===== config.mk =====
export PLATFORM = sky130hd
export DESIGN_NAME = panel_cpu_bus_decode
export DESIGN_NICKNAME = d
export VERILOG_FILES = /design/src/panel_decode_pkg.sv /design/src/reset_hold.sv /design/src/quad_decode.sv /design/src/panel_cpu_bus_decode.sv
export SDC_FILE = /design/constraint.sdc
export NUM_CORES = 1
export LEC_CHECK = 0
export BUFFER_PORTS_ARGS = -buffer_cell sky130_fd_sc_hd__buf_2
export CORE_MARGIN = 8
export CORE_UTILIZATION = 51
export DETAILED_ROUTE_END_ITERATION = 7
export MAX_ROUTING_LAYER = met4
export PLACE_DENSITY = 0.75
export SLEW_MARGIN = 20
export SYNTH_ARGS = -nofsm -noshare
export SYNTH_HDL_FRONTEND = slang
export SYNTH_SLANG_ARGS = --single-unit

===== constraint.sdc =====
create_clock -name mclk -period 1.9 [get_ports mclk]
set_input_delay 0.38 -clock mclk [delete_from_list [all_inputs] [get_ports mclk]]
set_output_delay 0.38 -clock mclk [all_outputs]
set_load 0.01 [all_outputs]

===== src/panel_decode_pkg.sv =====
// Shared constants for the panel processor bus glue
package panel_decode_pkg;
  // Clock and timing
  localparam int CLK_FREQ_HZ     = 100_000_000;
  localparam int SUPPLY_HOLD_MS  = 50;
  localparam int HOLD_CYCLES     = SUPPLY_HOLD_MS * (CLK_FREQ_HZ / 1000);
  localparam int E_RESET_CYCLES  = 4064;
  localparam int E_CNT_W         = 12;
  localparam int HOLD_CNT_W      = 32;
  // Address field positions within the 8-bit high address byte
  localparam int ADDR_TOP_BIT    = 7;   // A15
  localparam int ADDR_RAM_BIT    = 6;   // A14
  localparam int BLOCK_MSB       = 5;   // A13
  localparam int BLOCK_LSB       = 3;   // A11
  // Strobes and widths
  localparam int IO_BLOCKS       = 8;
  localparam int SWITCH_SEL      = 6;
  localparam int IDENT_SEL       = 7;
  localparam int LAMP_SELS       = 4;
  localparam int SWITCH_W        = 10;
  localparam int IDENT_W         = 6;
  localparam int SWITCH_LOW_W    = 8;
  localparam int SWITCH_HIGH_LSB = 8;
  localparam int SYNC_W          = 39;
  localparam int ENC_CNT_W       = 8;
  // Reset values and the RAM address field value
  localparam logic [7:0] DATA_RST   = 8'h00;
  localparam logic [7:0] SEL_IDLE_N = 8'hFF;
  localparam logic [1:0] RAM_FIELD  = 2'h1;
endpackage : panel_decode_pkg


===== src/reset_hold.sv =====
// Processor reset generator: power-up and supply-loss hold
`timescale 1ns/1ps
module reset_hold
  import panel_decode_pkg::*;
#(
  parameter int HOLD_CYC = HOLD_CYCLES,
  parameter int E_CYC    = E_RESET_CYCLES
) (
  input  wire logic mclk,
  input  wire logic rst_n,
  input  wire logic supplyGood,
  input  wire logic eRise,
  output logic      cpuReset_n
);
  logic [E_CNT_W-1:0]    eCnt_r;
  logic [HOLD_CNT_W-1:0] tCnt_r;
  logic                  eDone;
  logic                  tDone;

  if (HOLD_CYC < 1 || E_CYC < 1 || E_CYC >= (1 << E_CNT_W)) begin : g_chk
    $error("reset_hold: hold counts out of range");
  end

  assign eDone = (eCnt_r == E_CYC[E_CNT_W-1:0]);
  assign tDone = (tCnt_r == HOLD_CYC[HOLD_CNT_W-1:0]);

  // Count bus clock cycles, restarting whenever the supply drops
  always_ff @(posedge mclk or negedge rst_n) begin
    if (!rst_n) begin
      eCnt_r <= '0;
    end else if (!supplyGood) begin
      eCnt_r <= '0;
    end else if (eRise && !eDone) begin
      eCnt_r <= eCnt_r + {{(E_CNT_W-1){1'b0}}, 1'b1};
    end
  end

  // Count the supply-good hold time
  always_ff @(posedge mclk or negedge rst_n) begin
    if (!rst_n) begin
      tCnt_r <= '0;
    end else if (!supplyGood) begin
      tCnt_r <= '0;
    end else if (!tDone) begin
      tCnt_r <= tCnt_r + {{(HOLD_CNT_W-1){1'b0}}, 1'b1};
    end
  end

  // Release only after both holds have run out
  always_ff @(posedge mclk or negedge rst_n) begin
    if (!rst_n) begin
      cpuReset_n <= 1'b0;
    end else begin
      cpuReset_n <= supplyGood && eDone && tDone;
    end
  end
endmodule : reset_hold


===== src/quad_decode.sv =====
// Quadrature encoder input synchroniser and direction decoder
`timescale 1ns/1ps
module quad_decode
  import panel_decode_pkg::*;
(
  input  wire logic                 mclk,
  input  wire logic                 rst_n,
  input  wire logic                 encoderPhaseA,
  input  wire logic                 encoderPhaseB,
  output logic                      encStep,
  output logic                      encDir,
  output logic [ENC_CNT_W-1:0]      encCount
);
  logic [1:0] meta_r;
  logic [1:0] sync_r;
  logic [1:0] prev_r;
  logic       valid;
  logic       dirNow;

  // Two-stage synchroniser on both phases
  always_ff @(posedge mclk or negedge rst_n) begin
    if (!rst_n) begin
      meta_r <= 2'h0;
      sync_r <= 2'h0;
    end else begin
      meta_r <= {encoderPhaseA, encoderPhaseB};
      sync_r <= meta_r;
    end
  end

  // A legal step changes exactly one phase
  assign valid  = ^(sync_r ^ prev_r);
  assign dirNow = prev_r[1] ^ sync_r[0];

  // Step pulse, direction and position count
  always_ff @(posedge mclk or negedge rst_n) begin
    if (!rst_n) begin
      prev_r   <= 2'h0;
      encStep  <= 1'b0;
      encDir   <= 1'b0;
      encCount <= '0;
    end else begin
      prev_r  <= sync_r;
      encStep <= valid;
      if (valid) begin
        encDir   <= dirNow;
        encCount <= dirNow ? encCount + {{(ENC_CNT_W-1){1'b0}}, 1'b1}
                           : encCount - {{(ENC_CNT_W-1){1'b0}}, 1'b1};
      end
    end
  end
endmodule : quad_decode


===== src/panel_cpu_bus_decode.sv =====
// Processor bus glue: reset, RAM and I/O selects, read mux, serial selects
// Notes on behaviour
// - Hold processor reset low at least 4064 bus clock cycles after power-up.
// - Assert reset on supply loss; hold 50 ms after supply returns good.
// - First RAM select is active low and follows address bit fifteen.
// - Second RAM select is high only when A14 and E are high.
// - RAM answers only at 4000h-7FFFh, mirrored at 4000h and 6000h.
// - Write enable goes low only in second half of write cycles.
// - Four separate active-low LED driver selects, one asserted at most.
// - Transmit enable high drives RS-485 bus; low releases it.
// - Transmit enable held deasserted throughout reset and power-up.
// - I/O decoder enabled only with A15, A14 low and E high.
// - Eight active-low 2K select strobes from 0000h up to 3800h.
// - Seventh strobe read returns eight address switch bits, closed reads low.
// - Eighth strobe read returns two switch bits plus six ID bits.
// - Encoder direction derived from the relative phase of two inputs.
// - Bus E clock is quarter of master oscillator and times bus cycles.
// - Low address byte latched on falling address strobe, held until next.
// - Second half carries write data in, or read data out.
`timescale 1ns/1ps
module panel_cpu_bus_decode
  import panel_decode_pkg::*;
#(
  parameter int HOLD_CYC = HOLD_CYCLES
) (
  input  wire logic                 mclk,
  input  wire logic                 rst_n,
  input  wire logic                 supplyGood,
  input  wire logic                 eClk,
  input  wire logic                 addrLatchStrobe,
  input  wire logic                 rdWr,
  input  wire logic [7:0]           addrHigh,
  input  wire logic [7:0]           portIn,
  output logic      [7:0]           portOut,
  output logic                      portOe,
  output logic      [7:0]           addrLow,
  output logic                      cpuReset_n,
  output logic                      ramSelLow_n,
  output logic                      ramSelHigh,
  output logic                      writeEnable_n,
  output logic      [IO_BLOCKS-1:0] ioBlockSel_n,
  input  wire logic [SWITCH_W-1:0]  addrSwitchBits,
  input  wire logic [IDENT_W-1:0]   identBits,
  input  wire logic [1:0]           lampSelIdx,
  input  wire logic                 lampSelActive,
  output logic      [LAMP_SELS-1:0] lampDriverSel_n,
  input  wire logic                 txEnableReq,
  output logic                      txEnable,
  input  wire logic                 encoderPhaseA,
  input  wire logic                 encoderPhaseB,
  output logic                      encStep,
  output logic                      encDir,
  output logic      [ENC_CNT_W-1:0] encCount
);
  logic [SYNC_W-1:0]   pinBus;
  logic [SYNC_W-1:0]   sync_r;
  logic [7:0]          aHi;
  logic [7:0]          portS;
  logic [SWITCH_W-1:0] swS;
  logic [IDENT_W-1:0]  idS;
  logic [1:0]          lampIdxS;
  logic                eS;
  logic                asS;
  logic                rwS;
  logic                lampEnS;
  logic                txReqS;
  logic                eDly_r;
  logic                asDly_r;
  logic                eRise;
  logic                ioEnable;
  logic [IO_BLOCKS-1:0] blockHit;
  logic                readSwitch;
  logic                readIdent;
  logic                supplyMeta_r;
  logic                supplyGoodS;

  if (IO_BLOCKS != 8 || LAMP_SELS != 4 || SYNC_W != 39) begin : g_chk
    $error("panel_cpu_bus_decode: decoder shape not supported");
  end

  // One-hot 2K block select from the high address byte
  function automatic logic [IO_BLOCKS-1:0] blockDecode(input logic [7:0] hi);
    logic [IO_BLOCKS-1:0] oh;
    oh = '0;
    oh[hi[BLOCK_MSB:BLOCK_LSB]] = 1'b1;
    return oh;
  endfunction : blockDecode

  // Pin inputs gathered into one word for the synchroniser
  assign pinBus = {txEnableReq, lampSelActive, lampSelIdx, identBits,
                   addrSwitchBits, portIn, rdWr, addrLatchStrobe, eClk,
                   addrHigh};

  // Two-stage synchroniser for every pin input gathered in pinBus, one pair of flops per bit
  genvar gi;
  for (gi = 0; gi < SYNC_W; gi++) begin : g_sync
    logic stage1_r;
    logic stage2_r;
    always_ff @(posedge mclk or negedge rst_n) begin
      if (!rst_n) begin
        stage1_r <= 1'b0;
        stage2_r <= 1'b0;
      end else begin
        stage1_r <= pinBus[gi];
        stage2_r <= stage1_r;
      end
    end
    assign sync_r[gi] = stage2_r;
  end

  assign aHi      = sync_r[7:0];
  assign eS       = sync_r[8];
  assign asS      = sync_r[9];
  assign rwS      = sync_r[10];
  assign portS    = sync_r[18:11];
  assign swS      = sync_r[28:19];
  assign idS      = sync_r[34:29];
  assign lampIdxS = sync_r[36:35];
  assign lampEnS  = sync_r[37];
  assign txReqS   = sync_r[38];

  // Edge history of the bus clock and address strobe
  always_ff @(posedge mclk or negedge rst_n) begin
    if (!rst_n) begin
      eDly_r  <= 1'b0;
      asDly_r <= 1'b0;
    end else begin
      eDly_r  <= eS;
      asDly_r <= asS;
    end
  end

  assign eRise = eS && !eDly_r;

  // Low address byte latch on the falling address strobe
  always_ff @(posedge mclk or negedge rst_n) begin
    if (!rst_n) begin
      addrLow <= DATA_RST;
    end else if (asDly_r && !asS) begin
      addrLow <= portS;
    end
  end

  // Processor reset generator
  reset_hold #(
    .HOLD_CYC (HOLD_CYC),
    .E_CYC    (E_RESET_CYCLES)
  ) u_reset (
    .mclk       (mclk),
    .rst_n      (rst_n),
    .supplyGood (supplyGoodS),
    .eRise      (eRise),
    .cpuReset_n (cpuReset_n)
  );

  // Supply-good level crosses in through its own two flops
  always_ff @(posedge mclk or negedge rst_n) begin
    if (!rst_n) begin
      supplyMeta_r <= 1'b0;
      supplyGoodS  <= 1'b0;
    end else begin
      supplyMeta_r <= supplyGood;
      supplyGoodS  <= supplyMeta_r;
    end
  end

  // RAM selects and write enable
  always_ff @(posedge mclk or negedge rst_n) begin
    if (!rst_n) begin
      ramSelLow_n   <= 1'b1;
      ramSelHigh    <= 1'b0;
      writeEnable_n <= 1'b1;
    end else begin
      ramSelLow_n   <= aHi[ADDR_TOP_BIT];
      ramSelHigh    <= aHi[ADDR_RAM_BIT] && eS;
      writeEnable_n <= !(eS && !rwS);
    end
  end

  // I/O block strobes in the second half of low-address cycles
  assign ioEnable   = !aHi[ADDR_TOP_BIT] && !aHi[ADDR_RAM_BIT] && eS;
  assign blockHit   = ioEnable ? blockDecode(aHi) : '0;
  assign readSwitch = blockHit[SWITCH_SEL] && rwS;
  assign readIdent  = blockHit[IDENT_SEL] && rwS;

  always_ff @(posedge mclk or negedge rst_n) begin
    if (!rst_n) begin
      ioBlockSel_n <= SEL_IDLE_N;
    end else begin
      ioBlockSel_n <= ~blockHit;
    end
  end

  // Read data for the switch and ID strobes
  always_ff @(posedge mclk or negedge rst_n) begin
    if (!rst_n) begin
      portOut <= DATA_RST;
      portOe  <= 1'b0;
    end else begin
      portOe <= readSwitch || readIdent;
      if (readSwitch) begin
        portOut <= swS[SWITCH_LOW_W-1:0];
      end else if (readIdent) begin
        portOut <= {idS, swS[SWITCH_W-1:SWITCH_HIGH_LSB]};
      end
    end
  end

  // Serial lamp driver selects, one at a time
  always_ff @(posedge mclk or negedge rst_n) begin
    if (!rst_n) begin
      lampDriverSel_n <= '1;
    end else begin
      lampDriverSel_n <= ~({{(LAMP_SELS-1){1'b0}}, lampEnS} << lampIdxS);
    end
  end

  // Transmit enable forced low while the processor is in reset
  always_ff @(posedge mclk or negedge rst_n) begin
    if (!rst_n) begin
      txEnable <= 1'b0;
    end else begin
      txEnable <= cpuReset_n && txReqS;
    end
  end

  // Encoder decode
  quad_decode u_quad (
    .mclk          (mclk),
    .rst_n         (rst_n),
    .encoderPhaseA (encoderPhaseA),
    .encoderPhaseB (encoderPhaseB),
    .encStep       (encStep),
    .encDir        (encDir),
    .encCount      (encCount)
  );
endmodule : panel_cpu_bus_decode


Word level (Yosys, flattened, before mapping)
Index checks and enable logic that the tools add are counted.
Operators by class
  magnitude comparators: 2
  eq/ne operators: 4
  add/subtract/negate cells: 4
  muxes and demuxes: 10
  reduce and logical (&&, ||, !) cells: 23
  bitwise operators: 4
  shift-type cells: 1
Operators by type and width (number)
  $mux 32: 2
  $add 32x1->32 const B: 1
  $eq 32x23->1 const B: 1
  $mux 8: 4
  $mux 12: 2
  $logic_and 1x1->1: 13
  $add 12x1->12 const B: 1
  $eq 12x12->1 const B: 1
  $add 8x1->8 const B: 1
  $not 8->8: 1
  $sub 8x1->8 const B: 1
  $logic_not 1->1: 7
  $lt 3x4->1 const B: 1
  $not 4->4: 1
  $shl 1x2->4: 1
  $demux 1 s3: 1
  $ge 3x1->1 const B: 1
  $ne 2x1->1 const B: 1
  $ne 2x2->1 const B: 1
  $reduce_bool 2->1: 1
  $reduce_xor 2->1: 1
  $xor 2x2->2: 1
  $logic_or 1x1->1: 1
  $mux 1: 1
  $xor 1x1->1: 1
Storage, ports and cells
  register bits after elaboration: 170
  bits of input ports: 44

Longest topological paths before layout
Gate-level depths: netlist of run 1.
  depth after elaboration: 8
  depth in mapped cells: 7

Modules after synthesis
From an unflattened synthesis of run 1, not the netlist that was laid out.
Unflattened totals
  cells, all modules: 478
  area, all modules: 6374.9 um^2
Modules (own cells, without submodules)
  panel_cpu_bus_decode: times used 1, seq. area each 2745.1 um^2, cells each 161, area each 3223.1 um^2
  reset_hold: times used 1, seq. area each 1126.1 um^2, cells each 261, area each 2426.1 um^2
  quad_decode: times used 1, seq. area each 400.4 um^2, cells each 56, area each 725.7 um^2

Worst setup path before layout of run 1
OpenSTA, ideal clock, no wires.
  path type: reg2reg
  start: register u_reset.tCnt_r[1]
  end: register u_reset.tCnt_r[18]
  path slack: 47 ps
  library setup time: 132 ps
  stages on the path, launching flop included: 7
  data arrival time: 1721 ps
  path through: dfrtp_1 -> ha_1 -> nand3_1 -> nor4b_2 -> nor2b_1 -> xnor2_1 -> nor2_1
On the way
  longest elaborated chain between the ends: 3
  elaborated cells on any way between the ends: 5
RTL lines
  start, declared: line reset_hold.sv:16  | logic [HOLD_CNT_W-1:0] tCnt_r;
  start signal, assigned: line reset_hold.sv:45  | tCnt_r <= tCnt_r + {{(HOLD_CNT_W-1){1'b0}}, 1'b1};
  $add 32x1->32: line reset_hold.sv:45
  $mux 32: line reset_hold.sv:44  | end else if (!tDone) begin
  $mux 32: line reset_hold.sv:42  | end else if (!supplyGood) begin
Several ways; a longest one is shown, not always the timed one. The select of a mux whose other input is x is not followed.
A chain may end at the register's enable or synchronous reset.

Worst setup path after layout of run 1
  start: register u_reset.tCnt_r[4]
  end: register u_reset.tCnt_r[1]
On the way
  longest elaborated chain between the ends: 2
RTL lines
  $eq 32x23->1: line reset_hold.sv:25  | assign tDone = (tCnt_r == HOLD_CYC[HOLD_CNT_W-1:0]);
  $ne 2x2->1 (no source line)
No other way between the ends.

==> results_dict.tcl, run 1 <==
set metrics [dict create \
    routabilityCongestion 0.854 \
    antenna-diode-count 0 \
    setup_repair_after_global_routing_missed_its_margin "true" \
    drv_slew 0 \
    critical_path.reg2reg.startpoint "u_reset.tCnt_r[4]$_DFFE_PN0P_" \
    grt_start_max_net_pins 71 \
    non_filler_cells_in_the_finished_layout 757 \
    worst_skew_pair.late_latency_ns 0.42 \
    numClockSinks 170 \
    synthesis.instances 470 \
    hpwl_after_detailed_placement_microns 8370 \
    placement.cell_area_sq_um 6970 \
    core_area_sq_um 11900 \
    wl_microns 12000 \
    floorplan.die.width_microns 126 \
    cp-start-kind "flip-flop" \
    max-clock-path-buffers 2 \
    post_synthesis_sequential_area_ratio_pct 69.5 \
    synth_flop_cell "dfrtp_1" \
    grt_pass1_wl_microns 20000 \
    synth.yosys.warnings 0 \
    netlist.area_leader.share_pct 63.5 \
    stdcell_area_sq_um 7660 \
    drc_errors 0 \
    path_clk_slew_ns 0.07 \
    grt_util_all_layers_pct 16.5 \
    flow.area_growth_from_synthesis_pct 24.7 \
    max-cap-violations 0 \
    fmaxAchievable_mhz 529 \
    synth.distinct_cells 39 \
    finalCriticalPeriod_ns 1.89 \
    cp.required_ns 2.22 \
    synth_area_leaders "dfrtp_1, dfstp_2, xnor2_1, nor2_1, xor2_1" \
    yosys.cell_count.top_type "dfrtp_1" \
    place_ws_ns 0.0504 \
    fp-row-count 40 \
    htree_num_levels 4 \
    cellPowerDensity_nw_per_um2 1090 \
    die_area_sq_um 15800 \
    outcome "finished, final reports clean" \
    setup_clock_skew_after_layout_ns 0.00793 \
    fin_crit_sh_pct 99.4 \
    arrival_ns 2.21 \
    total_power_mw 8.34 \
    synthesis.area_sq_um 6150 \
    port_buffers 84 \
    max-vdd-ir-drop_v 0.000757 \
    place.detailed.instances 719 \
    r2r.worst_path.cells 6 \
    synth_commonest_cells "dfrtp_1, nor2_1, xnor2_1, nand2_1, nand3_1" \
    num_vias 4005 \
    floorplan.initialDensity_pct 51.6 \
    floorplan.io_pins 88 \
    postSynthAreaPerCell_sq_um 13.1 \
    routed_length_per_instance_microns 15.9 \
    crit_end "u_reset.tCnt_r[1]$_DFFE_PN0P_" \
    syn_nets 519 \
    crit_path_end_kind "flip-flop" \
    worst-setup-path-type "flip-flop to flip-flop" \
    cts-buffers-inserted 17 \
    grt_overflow_total 0 \
    worst-r2r-setup-slack_ns 0.01 \
    setup_viol_count_final 0 \
    layout.nets 646 \
    post_drt_via_cell_ratio 5.29 \
    detail_route.first_pass.iterations 6 \
    startpoint "u_reset.tCnt_r[4]$_DFFE_PN0P_" \
    ys_async_sr_fraction_pct 100 \
    first_iter_violations 210 \
    synth-seq-cells 170 \
    final_hold_viol_count 0 \
    remaining_max_slew_budget_at_the_tightest_pin_pct 60.8 \
    antenna_left 0 \
    hold_path.class "input pin to flip-flop" \
    static-leakage-power_nw 3.44 \
    die_height_microns 126 \
    worst-slew-pin-transition_ns 0.583 \
    postLayoutSetupSlackWorst_ns 0.0112 \
    crit_path_max_fanout 5 \
    grt_antenna_before_repair 0 \
    synth-edff-count 0 \
    share_of_post_route_cells_with_drive_strength_above_1_pct 31.0 \
    grt_pass1_vias 4179 \
    synth_area_leader_cell "dfrtp_1" \
    r2r_endpoint "u_reset.tCnt_r[1]$_DFFE_PN0P_" \
    worst_hold_slack_ns 0.0530 \
    clockRootBuffer "clkbuf_16" \
    cts_tree "built" \
]
## area by class of cell
class / count / area (sq um)
Sequential cell: 170 / 4270
Tap cell: 147 / 184
Inverter: 8 / 30.0
Timing Repair Buffer: 121 / 729
Multi-Input combinational cell: 279 / 1850
Clock inverter: 15 / 174
Clock buffer: 17 / 425
Fill cell: 922 / 4250
## kinds of logic (layout without fill, tap and decap cells)
family / after synthesis / in the layout / synth area share [%]
AOI/OAI and AO/OA: 28 / 28 / 2.46
DFF: 170 / 170 / 69.5
buffers and inverters: 21 / 161 / 1.30
muxes: 20 / 20 / 3.44
xor gates and xnor gates: 45 / 45 / 6.41
and+or+nand+nor: 180 / 180 / 15.7
adders and majority gates: 6 / 6 / 1.18
## power by group
group	internal, mW	switching, mW	leakage (nW)
combinational	0.375	0.424	1.07
clock	1.88	1.55	0.297
sequential	3.89	0.217	2.07
total	6.15	2.19	3.44
## metal layers
layer,global-route usage (%),vias to the layer above,part of all wire (%)
met5,-,-,0
met2,27.2,117,52
li1,-,1865,-
met3,4.26,33,4.0
met4,8.78,0,2.3
met1,18.1,1990,41
## state kept, by name (all words and copies together), names as in the netlist, 2 cells and up
signal	flops
g_sync.stage2_r	34
u_quad.sync_r	2
portOut	8
u_quad.meta_r	2
g_sync.stage1_r	36
ioBlockSel_n	8
u_quad.encCount	8
lampDriverSel_n	4
addrLow	8
u_reset.tCnt_r	32
u_quad.prev_r	2
u_reset.eCnt_r	12
## stage by stage
stage	utilization [%]	setup TNS, ns
2_1_floorplan	-	0
3_5_place_dp	58.5	0
4_1_cts	63.6	0
5_1_grt	64.3	-0.427
6_report	64.3	0
3_3_place_gp	58.5	0
## critical path: stages, from the launching register on
cell and delay [ns]:
dfrtp_1 0.43, nor4b_1 0.43, nand4_1 0.22, nor4_2 0.30
buf_4 0.17, mux2i_1 0.18, nor2_1 0.05
## worst min path at each step
stage / from / endpoint / cells past startpoint
floorplan: rst_n / addrLow[0]$_DFFE_PN0P_ / 0
global placement: rst_n / portOut[2]$_DFFE_PN0P_ / 1
detailed placement: rst_n / portOut[2]$_DFFE_PN0P_ / 1
CTS: identBits[2] / g_sync[31].stage1_r$_DFF_PN0_ / 1
global route: identBits[0] / g_sync[29].stage1_r$_DFF_PN0_ / 1
finish: identBits[0] / g_sync[29].stage1_r$_DFF_PN0_ / 1
## repair_timing
item / 4_1_cts / 5_1_grt
buffers inserted: 0 / 4
hold buffers: 1 / 0
endpoints found under the hold margin: 31 / 0
endpoints found under the setup margin: 0 / 11
gates resized for setup: 0 / 12
## cell usage in the layout, fill, tap and decap left out, types with 3 or more instances in the layout
cell type	instances
dfrtp_1	154
buf_2	84
nor2_1	50
buf_4	33
xnor2_1	29
nand2_1	26
nand3_1	17
clkbuf_16	17
xor2_1	16
a21oi_1	15
dfstp_2	14
nor4_1	13
nand4_1	12
mux2i_1	11
mux2_2	9
nor3_1	8
or3_1	8
o21ai_0	8
inv_1	7
and3_1	7
nor2b_1	6
and4_1	6
inv_6	6
and2_1	4
ha_1	4
inv_8	4
nand3b_1	3
nor4b_1	3
a31oi_1	3
(Power assumes the default switching activity.)
==> run 2: changes to the inputs <==
--- a/config.mk
+++ b/config.mk
@@ -7,10 +7,11 @@
 export LEC_CHECK = 0
 export BUFFER_PORTS_ARGS = -buffer_cell sky130_fd_sc_hd__buf_2
 export CORE_MARGIN = 8
-export CORE_UTILIZATION = 51
+export CORE_UTILIZATION = 53
+export CTS_BUF_LIST = sky130_fd_sc_hd__clkbuf_2
 export DETAILED_ROUTE_END_ITERATION = 7
 export MAX_ROUTING_LAYER = met4
-export PLACE_DENSITY = 0.75
+export PLACE_DENSITY = 0.78
 export SLEW_MARGIN = 20
 export SYNTH_ARGS = -nofsm -noshare
 export SYNTH_HDL_FRONTEND = slang
==> constraint.sdc (replaced) <==
create_clock -name mclk -period 1.6 [get_ports mclk]
set_input_delay 0.32 -clock mclk [delete_from_list [all_inputs] [get_ports mclk]]
set_output_delay 0.32 -clock mclk [all_outputs]
set_load 0.01 [all_outputs]
==> run 2 against run 1 <==
Effect of this change: largest power group unchanged; count of clock-buffer cells in the layout increased by 1; sequential share of layout area decreased by 5.3 points; final area increased by 11%; largest cell class unchanged; hold slack improved by 0.12 ns; the flow now finishes with violations (negative setup slack); critical endpoint is now u_reset.tCnt_r[17]$_DFFE_PN0P_; register-to-register slack got worse by 0.27 ns.
==> results_dict.tcl, run 2 (synthesis results as in run 1) <==
set metrics [dict create \
    static-leakage-power_nw 3.93 \
    violated_checks "negative setup slack" \
    largest_register_ffs 36 \
    die_area_sq_um 15300 \
    hpwl_after_detailed_placement_microns 8580 \
    grt_start_max_net_pins 57 \
    drv_slew 0 \
    final_hold_viol_count 0 \
    antenna_left 0 \
    grt_pass1_vias 4581 \
    floorplan.io_pins 88 \
    max-cap-violations 0 \
    worst_skew_pair.late_latency_ns 0.76 \
    flow.area_growth_from_synthesis_pct 38.0 \
    routed_length_per_instance_microns 17.0 \
    postLayoutSetupSlackWorst_ns -0.256 \
    first_iter_violations 277 \
    cts_tree "built" \
    grt_antenna_before_repair 1 \
    cp-start-kind "flip-flop" \
    biggest_cell_delay_along_the_critical_path_ns 0.45 \
    share_of_post_route_cells_with_drive_strength_above_1_pct 37.5 \
    clockRootBuffer "clkbuf_2" \
    timing.critical_path.cells "nand3_2, or3_4, or3_4, or3_1, a21oi_1" \
    layout.nets 729 \
    crit_path_end_kind "flip-flop" \
    cp.required_ns 2.28 \
    place_ws_ns -0.322 \
    hold_path.class "input pin to flip-flop" \
    grt_util_all_layers_pct 19.8 \
    floorplan.die.width_microns 124 \
    wl_microns 14200 \
    worst-slew-pin-transition_ns 0.532 \
    non_filler_cells_in_the_finished_layout 837 \
    fin_crit_sh_pct 116 \
    cpMaxStageDelayCell "dfrtp_1" \
    fmaxAchievable_mhz 539 \
    htree_num_levels 4 \
    timing.critical_path.buf_inv 0 \
    layout.cells.most_common "dfrtp_1" \
    finalCriticalPeriod_ns 1.86 \
    drc_errors 0 \
    cellPowerDensity_nw_per_um2 1040 \
    crit_path_max_fanout 3 \
    fill_cells 653 \
    place.detailed.instances 738 \
    outcome "finished, violations left" \
    cts-buffers-inserted 17 \
    post_drt_via_cell_ratio 5.23 \
    max-clock-path-buffers 2 \
    routabilityCongestion 0.908 \
    cell_family_with_the_largest_share_of_critical_path_delay "simple AND/OR/NAND/NOR gates" \
    die_height_microns 124 \
    fp-row-count 39 \
    top_register "g_sync.stage1_r" \
    setup_clock_skew_after_layout_ns 0.0419 \
    path_clk_slew_ns 0.28 \
    grt_pass1_wl_microns 22300 \
    biggestRegsByFlops "g_sync.stage1_r x36, g_sync.stage2_r x34, u_reset.tCnt_r x32" \
    worst_hold_slack_ns 0.173 \
    setup_repair_after_global_routing_missed_its_margin "true" \
    detail_route.first_pass.iterations 5 \
    worst-setup-path-type "flip-flop to flip-flop" \
    floorplan.initialDensity_pct 54.1 \
    grt_overflow_total 0 \
    port_buffers 84 \
    max-vdd-ir-drop_v 0.00131 \
    numClockSinks 170 \
    arrival_ns 2.53 \
    timing.critical_path.mode_cell "or3_4" \
    remaining_max_slew_budget_at_the_tightest_pin_pct 64.5 \
    num_vias 4376 \
    total_power_mw 8.85 \
    setup_viol_count_final 68 \
    core_area_sq_um 11400 \
    mostFrequentLayoutCells "dfrtp_1, buf_4, buf_2, nor2_1, dlygate4sd3_1" \
]
[run 2: metal layers]
metal / routed length (microns) / track usage, % / vias to the layer above
met1: 5780 / 22.3 / 2201
li1: - / - / 2036
met4: 372 / 10.8 / 0
met3: 655 / 3.85 / 25
met2: 7400 / 32.8 / 114
met5: 0 / - / -
[run 2: path summary, 6_finish.rpt]
check	start	to	slack, ns	cells after the start
max in group asynchronous	rst_n	eS$_DFF_PN0_	0.54	4
min in group asynchronous	rst_n	g_sync[3].stage2_r$_DFF_PN0_	0.72	4
setup / recovery	u_reset.tCnt_r[4]$_DFFE_PN0P_	u_reset.tCnt_r[17]$_DFFE_PN0P_	-0.26	5
setup reg to reg	u_reset.tCnt_r[4]$_DFFE_PN0P_	u_reset.tCnt_r[17]$_DFFE_PN0P_	-0.26	5
hold reg to reg	g_sync[12].stage1_r$_DFF_PN0_	g_sync[12].stage2_r$_DFF_PN0_	0.38	0
hold / removal	lampSelActive	g_sync[37].stage1_r$_DFF_PN0_	0.17	2
[run 2: through the flow]
stage	util (%)	area (sq um)	setup TNS, ns
3_5_place_dp	63.5	7220	-3.03
2_1_floorplan	-	6210	-1.05
6_report	74.6	8480	-5.50
5_1_grt	74.6	8480	-14.54
3_3_place_gp	63.5	7220	-1.79
4_1_cts	72.1	8200	-9.54
[run 2: cell type report]
type                       count  area, sq um  share of cell area [%]
timing repair buffer         204         1700                    20.0
clock buffer                  18         90.1                    1.06
tap                          143          179                    2.11
sequential                   170         4280                    50.4
inverter                       8         30.0                   0.354
multi-input combinational    279         2040                    24.1
clock inverter                14          163                    1.92
antenna                        1         2.50                  0.0295
[run 2: worst register-to-register path: stages (launching register included)]
cell	delay, ns
dfrtp_1	0.45
nand3_2	0.11
or3_4	0.40
or3_4	0.37
or3_1	0.35
a21oi_1	0.12
[run 2: power breakdown]
part	internal, mW	switching [mW]
Combinational	0.931	0.771
Clock	0.765	1.55
Sequential	4.63	0.201
Total	6.33	2.53
[run 2: what timing repair did]
item	4_1_cts	5_1_grt
pin swaps	3	19
hold buffers	41	1
hold endpoints to repair	209	11
setup buffers	13	12
gates resized for setup	44	38
cloned	0	0
endpoints found under the setup margin	72	89
==> run 3: changes to the inputs <==
--- a/config.mk
+++ b/config.mk
@@ -10,6 +10,7 @@
 export CORE_UTILIZATION = 53
 export CTS_BUF_LIST = sky130_fd_sc_hd__clkbuf_2
 export DETAILED_ROUTE_END_ITERATION = 7
+export GPL_TIMING_DRIVEN = 0
 export MAX_ROUTING_LAYER = met4
 export PLACE_DENSITY = 0.78
 export SLEW_MARGIN = 20
==> run 3 against run 2 <==
Effect of this change: the flow still finishes with violations (negative setup slack); final area is 0.75% lower; wire length is 1.8% higher; fmax decreased by 1.1%; power grew 1.1%; largest cell class unchanged; largest power group unchanged.
==> results_dict.tcl, run 3 (synthesis results as in run 1) <==
set metrics [dict create \
    outcome "finished, violations left" \
    violated_checks "negative setup slack" \
    arrival_ns 2.57 \
    max-clock-path-buffers 2 \
    antenna_left 0 \
    post_drt_via_cell_ratio 5.32 \
    die_area_sq_um 15300 \
    cts-buffers-inserted 17 \
    finalCoreUtilization_pct 74.1 \
    crit_path_max_fanout 5 \
    grt_pass1_vias 4395 \
    r2r.worst_path.cells 5 \
    layout.nets 710 \
    setup_viol_count_final 67 \
    cp.required_ns 2.29 \
    crit_end "u_reset.tCnt_r[17]$_DFFE_PN0P_" \
    fin_crit_sh_pct 117 \
    place.detailed.instances 698 \
    detail_route.first_pass.iterations 7 \
    flow.area_growth_from_synthesis_pct 37.0 \
    cell_family_with_the_largest_share_of_critical_path_delay "simple AND/OR/NAND/NOR gates" \
    non_filler_cells_in_the_finished_layout 818 \
    grt_overflow_total 0 \
    final-seq-area_sq_um 4290 \
    core_area_sq_um 11400 \
    mostFrequentLayoutCells "dfrtp_1, buf_2, nor2_1, buf_4, dlygate4sd3_1" \
    cp-start-kind "flip-flop" \
    crit_path_end_kind "flip-flop" \
    path_clk_slew_ns 0.28 \
    grt_antenna_before_repair 1 \
    setup_clock_skew_after_layout_ns 0.0473 \
    drc_errors 0 \
    critical_path.reg2reg.startpoint "u_reset.tCnt_r[8]$_DFFE_PN0P_" \
    grt_start_max_net_pins 106 \
    die_height_microns 124 \
    share_of_post_route_cells_with_drive_strength_above_1_pct 37.4 \
    layout.cells.most_common "dfrtp_1" \
    wl_microns 14500 \
    floorplan.initialDensity_pct 54.1 \
    r2r_endpoint "u_reset.tCnt_r[17]$_DFFE_PN0P_" \
    final_hold_viol_count 0 \
    floorplan.io_pins 88 \
    cpMaxStageDelayCell "dfrtp_1" \
    timing.critical_path.cells "nand2_1, or3_4, or3_1, or3_1, a21oi_1" \
    num_vias 4353 \
    multiInputGateArea_sq_um 2170 \
    fill_cells 645 \
    cts_tree "built" \
    first_iter_violations 322 \
    postLayoutSetupSlackWorst_ns -0.277 \
    setup_repair_after_global_routing_missed_its_margin "true" \
    numClockSinks 170 \
    clockRootBuffer "clkbuf_2" \
    top_register "g_sync.stage1_r" \
    worst-slew-pin-transition_ns 0.684 \
    largest_register_ffs 36 \
    fmaxAchievable_mhz 533 \
    hpwl_after_detailed_placement_microns 7920 \
    remaining_max_slew_budget_at_the_tightest_pin_pct 54.4 \
    static-leakage-power_nw 3.84 \
    finalCriticalPeriod_ns 1.88 \
    fp-row-count 39 \
    biggestRegsByFlops "g_sync.stage1_r x36, g_sync.stage2_r x34, u_reset.tCnt_r x32" \
    worst_skew_pair.late_latency_ns 0.75 \
    port_buffers 84 \
    biggest_cell_delay_along_the_critical_path_ns 0.49 \
    startpoint "u_reset.tCnt_r[8]$_DFFE_PN0P_" \
    timing.critical_path.mode_cell "or3_1" \
    floorplan.die.width_microns 124 \
    drv_slew 0 \
    timing.critical_path.buf_inv 0 \
    worst-setup-path-type "flip-flop to flip-flop" \
    worst-r2r-setup-slack_ns -0.28 \
    htree_num_levels 4 \
    grt_util_all_layers_pct 19.0 \
    cellPowerDensity_nw_per_um2 1060 \
    hold_path.class "input pin to async pin" \
    routed_length_per_instance_microns 17.7 \
    grt_pass1_wl_microns 21500 \
    max-cap-violations 0 \
    routabilityCongestion 0.860 \
    path_depth 5 \
    max-vdd-ir-drop_v 0.00106 \
]
-- run 3: changes by cell type in the layout (fill, tap and decap cells not counted), moves of 3 or more --
cell,previous run,this run
buf_4,72,44
dfrtp_2,6,11
dfrtp_1,150,145
clkbuf_1,0,6
buf_6,32,35
buf_12,6,1
-- run 3: repair_timing --
item                       CTS  global route
gates resized for setup     69            50
hold buffers                40             0
setup buffers               35            15
setup endpoints to repair   85            86
cloned                       0             0
hold endpoints to repair   187             0
pin swaps                   13            21
-- run 3: worst min-delay path by stage --
stage,from,to,slack (ns),cells past startpoint
3_3_place_gp,g_sync[18].stage1_r$_DFF_PN0_,g_sync[18].stage2_r$_DFF_PN0_,0.33,0
6_report,rst_n,g_sync[26].stage2_r$_DFF_PN0_,0.04,2
4_1_cts,rst_n,g_sync[26].stage2_r$_DFF_PN0_,0.03,2
5_1_grt,rst_n,g_sync[26].stage2_r$_DFF_PN0_,0.008,2
3_5_place_dp,rst_n,g_sync[26].stage2_r$_DFF_PN0_,0.29,1
2_1_floorplan,rst_n,addrLow[0]$_DFFE_PN0P_,0.02,0
-- run 3: worst reg2reg max path: stages (launching register included) --
cell	delay, ns
dfrtp_1	0.49
nand2_1	0.13
or3_4	0.43
or3_1	0.33
or3_1	0.34
a21oi_1	0.12
-- run 3: final cells by class --
type / instances / area share, %
Antenna cell: 1 / 0.0297
Buffer: 10 / 0.713
Clock buffer: 18 / 1.07
Clock inverter: 14 / 1.92
Inverter: 8 / 0.357
Multi-Input combinational cell: 279 / 25.8
Sequential cell: 170 / 50.9
Tap cell: 143 / 2.12
Timing Repair Buffer: 175 / 17.1
-- run 3: per-layer routing --
metal  track usage, %  vias to the layer above  part of all wire [%]
li1                 -                     1997                     -
met1             21.3                     2198                    38
met2             31.8                      127                    55
met3             5.12                       31                   4.2
met4             7.52                        0                   2.3
met5                -                        -                     0
-- run 3: per-stage QoR --
step                setup slack [ns]  hold slack, ns  instance area (sq um)  power (mW)  TNS [ns]
detailed placement            -0.472           0.288                   6850        5.91    -10.24
floorplan                     -0.164          0.0244                   6210        5.41     -1.05
global route                  -0.376         0.00832                   8420        9.33    -14.87
global placement               -2.08           0.332                   6810        5.84   -347.90
CTS                           -0.198          0.0315                   8060        8.52     -6.04
finish                        -0.277          0.0377                   8420        8.96     -7.49
-- run 3: power by group --
part | leakage (nW) | switching, mW | total, mW | internal, mW
Sequential | 2.06 | 0.204 | 4.83 | 4.63
Combinational | 1.62 | 0.847 | 1.77 | 0.928
Clock | 0.154 | 1.58 | 2.35 | 0.769
Total | 3.84 | 2.63 | 8.96 | 6.33
